===== config.mk =====
export PLATFORM = sky130hd
export DESIGN_NAME = id_rom_parser
export DESIGN_NICKNAME = d
export VERILOG_FILES = /design/src/hdl/i2c_byte_engine.v /design/src/hdl/id_rom_parser.v
export VERILOG_INCLUDE_DIRS = /design/src /design/src/hdl
export SDC_FILE = /design/constraint.sdc
export NUM_CORES = 2
export LEC_CHECK = 0
export CAP_MARGIN = 20
export CORE_ASPECT_RATIO = 1.2
export CORE_MARGIN = 10
export CORE_UTILIZATION = 51
export DETAILED_ROUTE_END_ITERATION = 8
export DONT_BUFFER_PORTS = 1
export GPL_TIMING_DRIVEN = 0
export PLACE_DENSITY = 0.73
export SYNTH_ARGS = -nofsm -noshare
export SYNTH_HDL_FRONTEND = slang
export SYNTH_SLANG_ARGS = --single-unit

===== constraint.sdc =====
create_clock -name clk -period 7.02 [get_ports clk]
set_input_delay 1.404 -clock clk [delete_from_list [all_inputs] [get_ports clk]]
set_output_delay 1.404 -clock clk [all_outputs]
set_load 0.02 [all_outputs]

===== src/hdl/id_rom_defs.vh =====
// Constants for the expansion board identification record reader.
// Assumes a 100 MHz system clock and a two-byte addressed I2C EEPROM.
`ifndef ID_ROM_DEFS_VH
`define ID_ROM_DEFS_VH

// Header bytes at offset 0
`define HDR_B0 8'hAA
`define HDR_B1 8'h55
`define HDR_B2 8'h33
`define HDR_B3 8'hEE
// Defined format revision, ASCII "A1"
`define REV_A1 16'h4131

// Field offsets, bytes
`define OFF_REV 8'h04
`define OFF_NAME 8'h06
`define OFF_VER 8'h26
`define OFF_MAKER 8'h2A
`define OFF_PART 8'h3A
`define OFF_PINCNT 8'h4A
`define OFF_SERIAL 8'h4C
`define OFF_PINS 8'h58
`define OFF_CUR_AUX 8'hEC
`define OFF_CUR_IN5 8'hEE
`define OFF_CUR_SYS5 8'hF0
`define OFF_SUPPLY 8'hF2
`define OFF_USER 8'hF4
`define LEN_USER 16'h7F1F
`define OFF_LAST 8'hF3

// Pin count limit
`define MAX_PINS 16'h005C

// Pin word field positions
`define PIN_USED_BIT 15
`define RSVD_HI 14
`define RSVD_LO 7
`define SLEW_BIT 6
`define RX_BIT 5
`define PULL_DIR_BIT 4
`define PULL_DIS_BIT 3
`define MUX_HI 2

// EEPROM address: base plus two jumper bits
`define I2C_ADDR_BASE 7'h54

// Byte engine commands
`define CMD_START 2'h0
`define CMD_STOP 2'h1
`define CMD_WRITE 2'h2
`define CMD_READ 2'h3

// Timing: system clock and SCL period in ns
`define CLK_PERIOD_NS 10
`define SCL_PERIOD_NS 10000
`define SCL_QUARTER_CYC (`SCL_PERIOD_NS / (4 * `CLK_PERIOD_NS))

`endif


===== src/hdl/i2c_byte_engine.v =====
// I2C master byte engine: start, stop, byte write and byte read.
// Assumes sda_in is already synchronised; pins are open drain, oe pulls low.
`timescale 1ns/100ps
`include "id_rom_defs.vh"

module i2c_byte_engine #(
  parameter QUARTER = `SCL_QUARTER_CYC
) (
  input wire clk, // System clock
  input wire srst, // Synchronous reset
  input wire cmd_valid, // Command strobe
  input wire [1:0] cmd, // Command code
  input wire [7:0] tx_byte, // Byte to write
  input wire send_ack, // Ack the byte being read
  input wire sda_in, // Synchronised data line
  output reg ready, // Idle, command accepted
  output reg done, // Command finished pulse
  output reg [7:0] rx_byte, // Byte read
  output reg nack, // Last write got no ack
  output reg scl_oe, // Pull clock low
  output reg sda_oe // Pull data low
);

  reg busy_reg;
  reg [1:0] cmd_reg;
  reg [15:0] div_reg;
  reg [1:0] ph_reg;
  reg [3:0] bit_reg;
  reg [7:0] sh_reg;
  reg ack_reg;
  wire last_bit = (bit_reg == 4'h8);
  wire is_read = (cmd_reg == `CMD_READ);
  // Data line pulled low for the current bit slot
  wire drive_low = last_bit ? (is_read & ack_reg) : (~is_read & ~sh_reg[7]);

  // Quarter-bit sequencer, one phase per divider tick
  always @(posedge clk) begin
    if (srst) begin
      busy_reg <= 1'b0;
      cmd_reg <= 2'h0;
      div_reg <= 16'h0000;
      ph_reg <= 2'h0;
      bit_reg <= 4'h0;
      sh_reg <= 8'h00;
      ack_reg <= 1'b0;
      ready <= 1'b1;
      done <= 1'b0;
      rx_byte <= 8'h00;
      nack <= 1'b0;
      scl_oe <= 1'b0;
      sda_oe <= 1'b0;
    end else begin
      done <= 1'b0;
      if (!busy_reg) begin
        if (cmd_valid) begin
          busy_reg <= 1'b1;
          ready <= 1'b0;
          cmd_reg <= cmd;
          sh_reg <= tx_byte;
          ack_reg <= send_ack;
          nack <= 1'b0; // Stale nack must not leak into later steps
          ph_reg <= 2'h0;
          bit_reg <= 4'h0;
          div_reg <= 16'h0000;
        end
      end else if (div_reg == QUARTER[15:0] - 16'h0001) begin
        div_reg <= 16'h0000;
        ph_reg <= ph_reg + 2'h1;
        case (cmd_reg)
          `CMD_START: begin
            case (ph_reg)
              2'h0: begin
                sda_oe <= 1'b0;
                scl_oe <= 1'b0;
              end
              2'h1: sda_oe <= 1'b1;
              2'h2: scl_oe <= 1'b1;
              default: begin
                busy_reg <= 1'b0;
                ready <= 1'b1;
                done <= 1'b1;
              end
            endcase
          end
          `CMD_STOP: begin
            case (ph_reg)
              2'h0: sda_oe <= 1'b1;
              2'h1: scl_oe <= 1'b0;
              2'h2: sda_oe <= 1'b0;
              default: begin
                busy_reg <= 1'b0;
                ready <= 1'b1;
                done <= 1'b1;
              end
            endcase
          end
          default: begin
            case (ph_reg)
              2'h0: sda_oe <= drive_low;
              2'h1: scl_oe <= 1'b0;
              2'h2: begin
                if (last_bit) begin
                  nack <= sda_in & ~is_read;
                end else begin
                  sh_reg <= {sh_reg[6:0], sda_in};
                end
              end
              default: begin
                scl_oe <= 1'b1;
                if (last_bit) begin
                  busy_reg <= 1'b0;
                  ready <= 1'b1;
                  done <= 1'b1;
                  rx_byte <= sh_reg;
                end else begin
                  bit_reg <= bit_reg + 4'h1;
                end
              end
            endcase
          end
        endcase
      end else begin
        div_reg <= div_reg + 16'h0001;
      end
    end
  end

endmodule // i2c_byte_engine


===== src/hdl/id_rom_parser.v =====
// Functional notes
// Record opens with AA 55 33 EE
// Multi-byte fields are big-endian
// One byte per location, two-byte address
// Revision two ASCII bytes at 4, A1
// 32-byte board name at offset 6
// 4-byte hardware version at offset 38
// 16-byte maker name at offset 42
// 16-byte part number at offset 58
// Pin count at 74, at most 92
// 12-character serial number at offset 76
// 74 pin words from offset 88
// Three current limits at 236, 238, 240
// Supplied current at 242, zero none
// Bytes from 244 are free user space
// Bit 15 used, bits 14-7 reserved zero
// Bits 6-3 slew, receiver, pull select
// Bits 2-0 give mux mode
// Analog pins honour only used flag
// EEPROM at 0x54 to 0x57 by jumpers
// Bad header marks record invalid, stops
// High then low address, sequential reads
//
// Identification record reader for an expansion board EEPROM on I2C.
// Assumes start and addr_sel come from same-clock logic; sda_in is a pin.
`timescale 1ns/100ps
`include "id_rom_defs.vh"

module id_rom_parser #(
  parameter NUM_PINS = 74, // Configurable pin words
  parameter ANALOG_FIRST = 67, // First of the analog input pin words
  parameter QUARTER = `SCL_QUARTER_CYC // Clocks per quarter SCL bit
) (
  input wire clk, // System clock, 100 MHz
  input wire srst, // Synchronous reset, active high
  input wire start, // Begin a record read
  input wire [1:0] addr_sel, // Jumper address bits of the EEPROM
  input wire sda_in, // Data pin level
  output reg scl_o, // Clock pin value, always low
  output wire scl_oe, // Clock pin pull-down enable
  output reg sda_o, // Data pin value, always low
  output wire sda_oe, // Data pin pull-down enable
  output reg busy, // Read in progress
  output reg done, // Read finished pulse
  output reg record_valid, // Header good and all bytes read
  output reg header_bad, // Header did not match
  output reg nack_err, // EEPROM did not acknowledge
  output reg [15:0] revision, // Format revision, ASCII pair
  output reg rev_ok, // Revision is the defined one
  output reg [255:0] board_name, // Board name text
  output reg [31:0] hw_version, // Hardware version text
  output reg [127:0] maker_name, // Manufacturer text
  output reg [127:0] part_number, // Part number text
  output reg [15:0] pin_count, // Connector pins used
  output reg pin_count_ok, // Pin count within limit
  output reg [95:0] serial_number, // Serial number text
  output reg [15:0] aux_3v3_rail, // Max current, 3.3 V aux, mA
  output reg [15:0] input_5v_rail, // Max current, 5 V input, mA
  output reg [15:0] system_5v_rail, // Max current, system 5 V, mA
  output reg [15:0] supplied_current, // Current fed onto 5 V input, mA
  output reg supplies_power, // Board feeds the 5 V input
  input wire [6:0] pin_sel, // Pin word to show
  output reg [15:0] pin_word, // Raw pin word
  output reg pin_used, // Pin used by the board
  output reg pin_rsvd_err, // Reserved bits not zero
  output reg slew_rate_select, // Slow slew when set
  output reg rx_enable, // Receiver enabled
  output reg pull_direction_select, // Pull-up when set
  output reg pull_disable, // No pull when set
  output reg [2:0] mux_mode, // Multiplexer mode
  output reg pin_analog // Selected pin is an analog input
);

  localparam S_IDLE = 4'h0;
  localparam S_START = 4'h1;
  localparam S_DEVW = 4'h2;
  localparam S_MEMHI = 4'h3;
  localparam S_MEMLO = 4'h4;
  localparam S_RSTART = 4'h5;
  localparam S_DEVR = 4'h6;
  localparam S_READ = 4'h7;
  localparam S_STOP = 4'h8;

  reg [3:0] state_reg;
  reg wait_reg;
  reg cmd_valid_reg;
  reg abort_reg;
  reg [7:0] off_reg;
  reg [7:0] hi_byte_reg;
  reg sda_meta_reg;
  reg sda_sync_reg;
  reg [15:0] pin_mem [0:NUM_PINS-1];
  reg [1:0] eng_cmd;
  reg [7:0] eng_tx;
  reg eng_ack;
  wire eng_ready;
  wire eng_done;
  wire eng_nack;
  wire [7:0] eng_rx;
  wire [6:0] dev_addr = `I2C_ADDR_BASE | {5'h00, addr_sel};
  wire [7:0] pin_off = off_reg - `OFF_PINS;
  wire [6:0] pin_idx = pin_off[7:1];
  wire last_byte = (off_reg == `OFF_LAST);

  // Offset falls in [lo, hi)
  function in_rng;
    input [7:0] off;
    input [7:0] lo;
    input [7:0] hi;
    begin
      in_rng = (off >= lo) && (off < hi);
    end
  endfunction

  // Expected header byte by offset
  function [7:0] hdr_byte;
    input [1:0] idx;
    begin
      case (idx)
        2'h0: hdr_byte = `HDR_B0;
        2'h1: hdr_byte = `HDR_B1;
        2'h2: hdr_byte = `HDR_B2;
        default: hdr_byte = `HDR_B3;
      endcase
    end
  endfunction

  // Data pin synchroniser
  always @(posedge clk) begin
    if (srst) begin
      sda_meta_reg <= 1'b1;
      sda_sync_reg <= 1'b1;
    end else begin
      sda_meta_reg <= sda_in;
      sda_sync_reg <= sda_meta_reg;
    end
  end

  // Bit-level bus driver
  i2c_byte_engine #(
    .QUARTER(QUARTER)
  ) u_engine (
    .clk(clk),
    .srst(srst),
    .cmd_valid(cmd_valid_reg),
    .cmd(eng_cmd),
    .tx_byte(eng_tx),
    .send_ack(eng_ack),
    .sda_in(sda_sync_reg),
    .ready(eng_ready),
    .done(eng_done),
    .rx_byte(eng_rx),
    .nack(eng_nack),
    .scl_oe(scl_oe),
    .sda_oe(sda_oe)
  );

  // Command for the current step
  always @* begin
    eng_cmd = `CMD_READ;
    eng_tx = 8'h00;
    eng_ack = 1'b0;
    case (state_reg)
      S_START: eng_cmd = `CMD_START;
      S_RSTART: eng_cmd = `CMD_START;
      S_STOP: eng_cmd = `CMD_STOP;
      S_DEVW: begin
        eng_cmd = `CMD_WRITE;
        eng_tx = {dev_addr[6:0], 1'b0};
      end
      S_MEMHI: eng_cmd = `CMD_WRITE;
      S_MEMLO: eng_cmd = `CMD_WRITE;
      S_DEVR: begin
        eng_cmd = `CMD_WRITE;
        eng_tx = {dev_addr[6:0], 1'b1};
      end
      S_READ: eng_ack = ~(abort_reg | last_byte);
      default: eng_cmd = `CMD_READ;
    endcase
  end

  // Transfer sequencer
  always @(posedge clk) begin
    if (srst) begin
      state_reg <= S_IDLE;
      wait_reg <= 1'b0;
      cmd_valid_reg <= 1'b0;
      abort_reg <= 1'b0;
      off_reg <= 8'h00;
      busy <= 1'b0;
      done <= 1'b0;
      record_valid <= 1'b0;
      header_bad <= 1'b0;
      nack_err <= 1'b0;
      scl_o <= 1'b0;
      sda_o <= 1'b0;
    end else begin
      cmd_valid_reg <= 1'b0;
      done <= 1'b0;
      if (state_reg == S_IDLE) begin
        if (start) begin
          state_reg <= S_START;
          wait_reg <= 1'b0;
          abort_reg <= 1'b0;
          off_reg <= 8'h00;
          busy <= 1'b1;
          record_valid <= 1'b0;
          header_bad <= 1'b0;
          nack_err <= 1'b0;
        end
      end else if (!wait_reg) begin
        if (eng_ready) begin
          cmd_valid_reg <= 1'b1;
          wait_reg <= 1'b1;
        end
      end else if (eng_done) begin
        wait_reg <= 1'b0;
        case (state_reg)
          S_START: state_reg <= S_DEVW;
          S_DEVW: state_reg <= eng_nack ? S_STOP : S_MEMHI;
          S_MEMHI: state_reg <= eng_nack ? S_STOP : S_MEMLO;
          S_MEMLO: state_reg <= eng_nack ? S_STOP : S_RSTART;
          S_RSTART: state_reg <= S_DEVR;
          S_DEVR: state_reg <= eng_nack ? S_STOP : S_READ;
          S_READ: begin
            if (abort_reg || last_byte) begin
              state_reg <= S_STOP;
            end else begin
              off_reg <= off_reg + 8'h01;
            end
            // Header mismatch ends the read after one nacked byte
            if (!abort_reg && off_reg < `OFF_REV && eng_rx != hdr_byte(off_reg[1:0])) begin
              abort_reg <= 1'b1;
              header_bad <= 1'b1;
            end
          end
          default: begin
            state_reg <= S_IDLE;
            busy <= 1'b0;
            done <= 1'b1;
            record_valid <= ~abort_reg & ~nack_err;
          end
        endcase
        if (eng_nack && state_reg != S_READ && state_reg != S_STOP) begin
          nack_err <= 1'b1;
        end
      end
    end
  end

  // Field capture, each field shifted in most significant byte first
  always @(posedge clk) begin
    if (srst) begin
      revision <= 16'h0000;
      rev_ok <= 1'b0;
      board_name <= 256'h0;
      hw_version <= 32'h0000_0000;
      maker_name <= 128'h0;
      part_number <= 128'h0;
      pin_count <= 16'h0000;
      pin_count_ok <= 1'b0;
      serial_number <= 96'h0;
      aux_3v3_rail <= 16'h0000;
      input_5v_rail <= 16'h0000;
      system_5v_rail <= 16'h0000;
      supplied_current <= 16'h0000;
      supplies_power <= 1'b0;
      hi_byte_reg <= 8'h00;
    end else begin
      rev_ok <= (revision == `REV_A1);
      pin_count_ok <= (pin_count <= `MAX_PINS);
      supplies_power <= (supplied_current != 16'h0000);
      if (eng_done && state_reg == S_READ && !abort_reg) begin
        if (in_rng(off_reg, `OFF_REV, `OFF_NAME)) begin
          revision <= {revision[7:0], eng_rx};
        end
        if (in_rng(off_reg, `OFF_NAME, `OFF_VER)) begin
          board_name <= {board_name[247:0], eng_rx};
        end
        if (in_rng(off_reg, `OFF_VER, `OFF_MAKER)) begin
          hw_version <= {hw_version[23:0], eng_rx};
        end
        if (in_rng(off_reg, `OFF_MAKER, `OFF_PART)) begin
          maker_name <= {maker_name[119:0], eng_rx};
        end
        if (in_rng(off_reg, `OFF_PART, `OFF_PINCNT)) begin
          part_number <= {part_number[119:0], eng_rx};
        end
        if (in_rng(off_reg, `OFF_PINCNT, `OFF_SERIAL)) begin
          pin_count <= {pin_count[7:0], eng_rx};
        end
        if (in_rng(off_reg, `OFF_SERIAL, `OFF_PINS)) begin
          serial_number <= {serial_number[87:0], eng_rx};
        end
        if (in_rng(off_reg, `OFF_PINS, `OFF_CUR_AUX) && !pin_off[0]) begin
          hi_byte_reg <= eng_rx;
        end
        if (in_rng(off_reg, `OFF_CUR_AUX, `OFF_CUR_IN5)) begin
          aux_3v3_rail <= {aux_3v3_rail[7:0], eng_rx};
        end
        if (in_rng(off_reg, `OFF_CUR_IN5, `OFF_CUR_SYS5)) begin
          input_5v_rail <= {input_5v_rail[7:0], eng_rx};
        end
        if (in_rng(off_reg, `OFF_CUR_SYS5, `OFF_SUPPLY)) begin
          system_5v_rail <= {system_5v_rail[7:0], eng_rx};
        end
        if (in_rng(off_reg, `OFF_SUPPLY, `OFF_USER)) begin
          supplied_current <= {supplied_current[7:0], eng_rx};
        end
      end
    end
  end

  // Pin word store, written on the low byte of each pair
  always @(posedge clk) begin
    if (eng_done && state_reg == S_READ && !abort_reg && pin_off[0] &&
        in_rng(off_reg, `OFF_PINS, `OFF_CUR_AUX)) begin
      pin_mem[pin_idx] <= {hi_byte_reg, eng_rx};
    end
  end

  // Decoded view of the selected pin word
  always @(posedge clk) begin
    if (srst) begin
      pin_word <= 16'h0000;
      pin_used <= 1'b0;
      pin_rsvd_err <= 1'b0;
      slew_rate_select <= 1'b0;
      rx_enable <= 1'b0;
      pull_direction_select <= 1'b0;
      pull_disable <= 1'b0;
      mux_mode <= 3'h0;
      pin_analog <= 1'b0;
    end else if (!record_valid || pin_sel >= NUM_PINS[6:0]) begin
      pin_word <= 16'h0000;
      pin_used <= 1'b0;
      pin_rsvd_err <= 1'b0;
      slew_rate_select <= 1'b0;
      rx_enable <= 1'b0;
      pull_direction_select <= 1'b0;
      pull_disable <= 1'b0;
      mux_mode <= 3'h0;
      pin_analog <= 1'b0;
    end else begin
      pin_word <= pin_mem[pin_sel];
      pin_used <= pin_mem[pin_sel][`PIN_USED_BIT];
      pin_analog <= (pin_sel >= ANALOG_FIRST[6:0]);
      if (pin_sel >= ANALOG_FIRST[6:0]) begin
        pin_rsvd_err <= 1'b0;
        slew_rate_select <= 1'b0;
        rx_enable <= 1'b0;
        pull_direction_select <= 1'b0;
        pull_disable <= 1'b0;
        mux_mode <= 3'h0;
      end else begin
        pin_rsvd_err <= |pin_mem[pin_sel][`RSVD_HI:`RSVD_LO];
        slew_rate_select <= pin_mem[pin_sel][`SLEW_BIT];
        rx_enable <= pin_mem[pin_sel][`RX_BIT];
        pull_direction_select <= pin_mem[pin_sel][`PULL_DIR_BIT];
        pull_disable <= pin_mem[pin_sel][`PULL_DIS_BIT];
        mux_mode <= pin_mem[pin_sel][`MUX_HI:0];
      end
    end
  end

endmodule // id_rom_parser


==> impl_metrics.yaml <==
outcome:
  run_status: "completed"
clock_network:
  clock_tree.buffer_depth: 3
  ctsHtreeMaxLevel: 4
  clock_sinks: 2024
  cts_resized: 0
  tritoncts: "yes"
  postCtsHoldBufs: 0
  worst_skew_pair.late_latency_ps: 870
  tritoncts.num_buffers: 187
  post-cts-setup-buffers: 0
  clk_transition_reported_paths_ps: 60
  cts-root-buf: "sky130_fd_sc_hd__clkbuf_16"
synthesis:
  number_of_register_bits_inferred_by_synthesis: 2024
  post-synth-top-area-fraction_pct: 46.8
  yosys-top-cells-area: "sky130_fd_sc_hd__edfxtp_1, sky130_fd_sc_hd__dfxtp_1, sky130_fd_sc_hd__mux4_2"
  synth_top_cell_by_area: "sky130_fd_sc_hd__edfxtp_1"
  synthFlopType: "sky130_fd_sc_hd__edfxtp_1"
  yosysMostFrequentCell: "sky130_fd_sc_hd__nand2_1"
  synth_cells: 5747
  synth_top_cells_by_count: "sky130_fd_sc_hd__nand2_1, sky130_fd_sc_hd__edfxtp_1, sky130_fd_sc_hd__dfxtp_1"
  synthesis.yosys.warnings: 0
  ys_seq_area_share_pct: 68.9
  post_synthesis_mean_instance_area_um2: 13.2
  post_synth_instance_area_um2: 76000
  yosys.cell_types.count: 79
  synthArstFlopShare_pct: 0
  synth_edf_count: 1184
critical_path:
  crit_fanout: 10
  reg2reg_depth: 11
  worst-endpoint-required_ps: 7730
  cpPeakStageDelay_ps: 870
  most_used_cell_cp: "sky130_fd_sc_hd__buf_4"
  timing.critical_path.slowest_stage_cell: "sky130_fd_sc_hd__clkbuf_1"
  cp.arrival_ps: 5430
  crit_buf_inv: 3
  worst-setup-path-type: "input port to flop"
  r2r_end: "pin_mem[32][6]"
  crit_family: "buffers and inverters"
  cp_num_cells: 10
  setup.worst_path.end_class: "flop"
  critPathLaunchType: "input port"
  cp_cell_sequence: "buf_4 > buf_4 > clkbuf_1 > mux4_2 > mux2i_1 > o21ai_0 > a311oi_1 > a211oi_1 > nor2_1 > a41oi_1"
  r2r_slack_ps: 2740
  timing.rr.start: "off_reg[3]"
global_route:
  overflow: 0
  grtUsageTotal_pct: 31.3
  via_count_of_the_first_global_routing_pass: 49100
  antenna_found_initial: 14
  grt_max_degree: 81
  grt_first_pass_wirelength_um: 368000
detailed_routing:
  route.top_layer_used: "met5"
  detail_route.first_pass.iterations: 6
  totalWireLength_um: 265000
  m1WireLength_um: 84400
  ant_nets: 0
  detail_route.vias_per_cell: 6.24
  wl_per_cell_um: 32.5
  first_iter_violations: 6599
  routed-via-count: 50900
  drcViolationCount: 0
  dr_wl_met2_um: 125000
  met3_wirelength_um: 33300
die:
  start_util_pct: 51.2
  core-area_um2: 148000
  boundary_pins: 787
  chipHeight_um: 443
  design.die.area_um2: 165000
  core.rowCount: 155
  dieWidth_um: 372
timing:
  max_clock_freq_ghz: 0.212
  hold_ws_ps: 433
  layout_worst_path_cycle_share_pct: 67.3
  timing_hold_violations_final: 0
  fin_crit_ps: 4720
  worst-slew-pin-transition_ps: 1270
  slew_violations: 0
  timing.slew.headroom_pct: 15.4
  final.setup_skew_ps: 43.5
  rsz0062_at_grt: "no"
  report.final.setup_viol: 0
  setup_total_negative_slack_ps: 0
min_path:
  holdPathStages: 1
  hold-path-endpoint: "sda_sync_reg"
  start_point_of_the_worst_min_delay_path: "sda_meta_reg"
  hp-class: "flop to flop"
finish:
  finalInstanceArea_um2: 86700
  biggestRegsByFlops: "pin_mem: 1184 flops, board_name: 256 flops"
  n_fill_cell: 11400
  final-instance-count-excl-fill: 8160
  multi_input_comb_area_um2: 21900
  top_register: "pin_mem"
  nNetsFinal: 6065
  drive_above_1_share_pct: 14.4
  seqCellArea_um2: 52400
  max_reg_flops: 1184
  area.growth.synth_to_final_pct: 14.1
placed_design:
  place.detailed.hpwl_um: 191000
  gp_congestion: 1.00
  instance_area_at_placement_um2: 80300
  io_buffer_count: 0
  dp_cells: 7805
pwr:
  pwr_density_cell_nw_per_um2: 275
  power.static_leakage_uw: 0.0286
  vdd_ir_drop_max_mv: 0.281
run:
  max_cap_violations: 0
-- worst max-delay path by stage --
| stage | slack (ps) | endpoint | start |
|---|---|---|---|
| 4_1_cts | 2830 | pin_rsvd_err | pin_sel[1] |
| 3_3_place_gp | 1660 | input_5v_rail[15] | srst |
| 3_5_place_dp | 1920 | pin_rsvd_err | pin_sel[1] |
| 5_1_grt | 2390 | pin_rsvd_err | pin_sel[1] |
| 6_report | 2300 | pin_rsvd_err | pin_sel[1] |
| 2_1_floorplan | 3470 | pin_rsvd_err | pin_sel[0] |
-- worst register-to-register path, delay by kind of cell (launching register included) --
family                     cells  cell delay, ps
AOI/OAI and AO/OA              1             110
and+or+nand+nor                6            2300
DFF                            1             530
adders and majority gates      1             210
buffers and inverters          3             840
-- power breakdown --
group          internal [uW]  total (uW)  switching, uW  leakage (uW)
registers              12400       12400           13.3        0.0177
clock network           5890       10500           4620       0.00312
logic                    293         887            595       0.00773
-- cells in the final DEF (no fill, tap or decap), types with 13 or more instances in the layout --
cell type and count:
sky130_fd_sc_hd__buf_1 23, sky130_fd_sc_hd__clkinv_1 14, sky130_fd_sc_hd__buf_4 32, sky130_fd_sc_hd__buf_6 19, sky130_fd_sc_hd__a21oi_1 696, sky130_fd_sc_hd__clkbuf_1 302, sky130_fd_sc_hd__nand2_1 1348, sky130_fd_sc_hd__ha_1 17
sky130_fd_sc_hd__mux4_2 275, sky130_fd_sc_hd__clkbuf_16 190, sky130_fd_sc_hd__and3_1 17, sky130_fd_sc_hd__o21ai_0 32, sky130_fd_sc_hd__a22oi_1 14, sky130_fd_sc_hd__dfxtp_1 824, sky130_fd_sc_hd__nand2b_1 17, sky130_fd_sc_hd__buf_2 51
sky130_fd_sc_hd__clkbuf_8 29, sky130_fd_sc_hd__edfxtp_1 1184, sky130_fd_sc_hd__buf_12 14, sky130_fd_sc_hd__o221ai_1 18, sky130_fd_sc_hd__nand3_1 39, sky130_fd_sc_hd__nor2_2 74, sky130_fd_sc_hd__mux2i_1 230, sky130_fd_sc_hd__bufinv_16 15
sky130_fd_sc_hd__nor2_1 224, sky130_fd_sc_hd__inv_1 13, sky130_fd_sc_hd__buf_8 71, sky130_fd_sc_hd__buf_16 14, sky130_fd_sc_hd__a211oi_1 17, sky130_fd_sc_hd__nor3_1 33, sky130_fd_sc_hd__nor2b_1 27, sky130_fd_sc_hd__clkinv_2 32
sky130_fd_sc_hd__a31oi_1 16, sky130_fd_sc_hd__nor4_1 16
-- per-stage QoR --
step / worst slack [ps] / power (uW) / util, %
floorplan: 3470 / 13200 / -
finish: 2300 / 23800 / 58.5
CTS: 2830 / 23900 / 58.4
detailed placement: 1920 / 13500 / 54.1
global placement: 1660 / 13500 / 52.9
global route: 2390 / 24300 / 58.5
-- routing by layer --
| layer | track usage [%] | up-vias |
|---|---|---|
| met2 | 50.3 | 3554 |
| met3 | 12.0 | 845 |
| met5 | 0 | - |
| met1 | 33.7 | 25100 |
| li1 | - | 21400 |
| met4 | 21.8 | 6 |
-- area by class of cell --
cell class | instances | area share, %
Clock buffer | 258 | 6.12
Tap cell | 1962 | 2.83
Clock inverter | 89 | 1.22
Buffer | 396 | 2.14
Antenna cell | 5 | 0.0144
Timing Repair Buffer | 98 | 1.95
Sequential cell | 2024 | 60.4
Multi-Input combinational cell | 3312 | 25.2
Inverter | 16 | 0.0692
-- cell families after synthesis --
| kind of cell | Yosys count | share of synthesized area [%] |
|---|---|---|
| other cells | 1 | 0.00494 |
| flops | 2024 | 68.9 |
| fa+ha+maj | 17 | 0.280 |
| mux | 525 | 11.7 |
| simple gates | 1865 | 9.95 |
| compound gates | 890 | 6.51 |
| xor+xnor | 13 | 0.150 |
| buf+inv | 412 | 2.51 |
No activity file was read; power rests on OpenSTA's default activity.
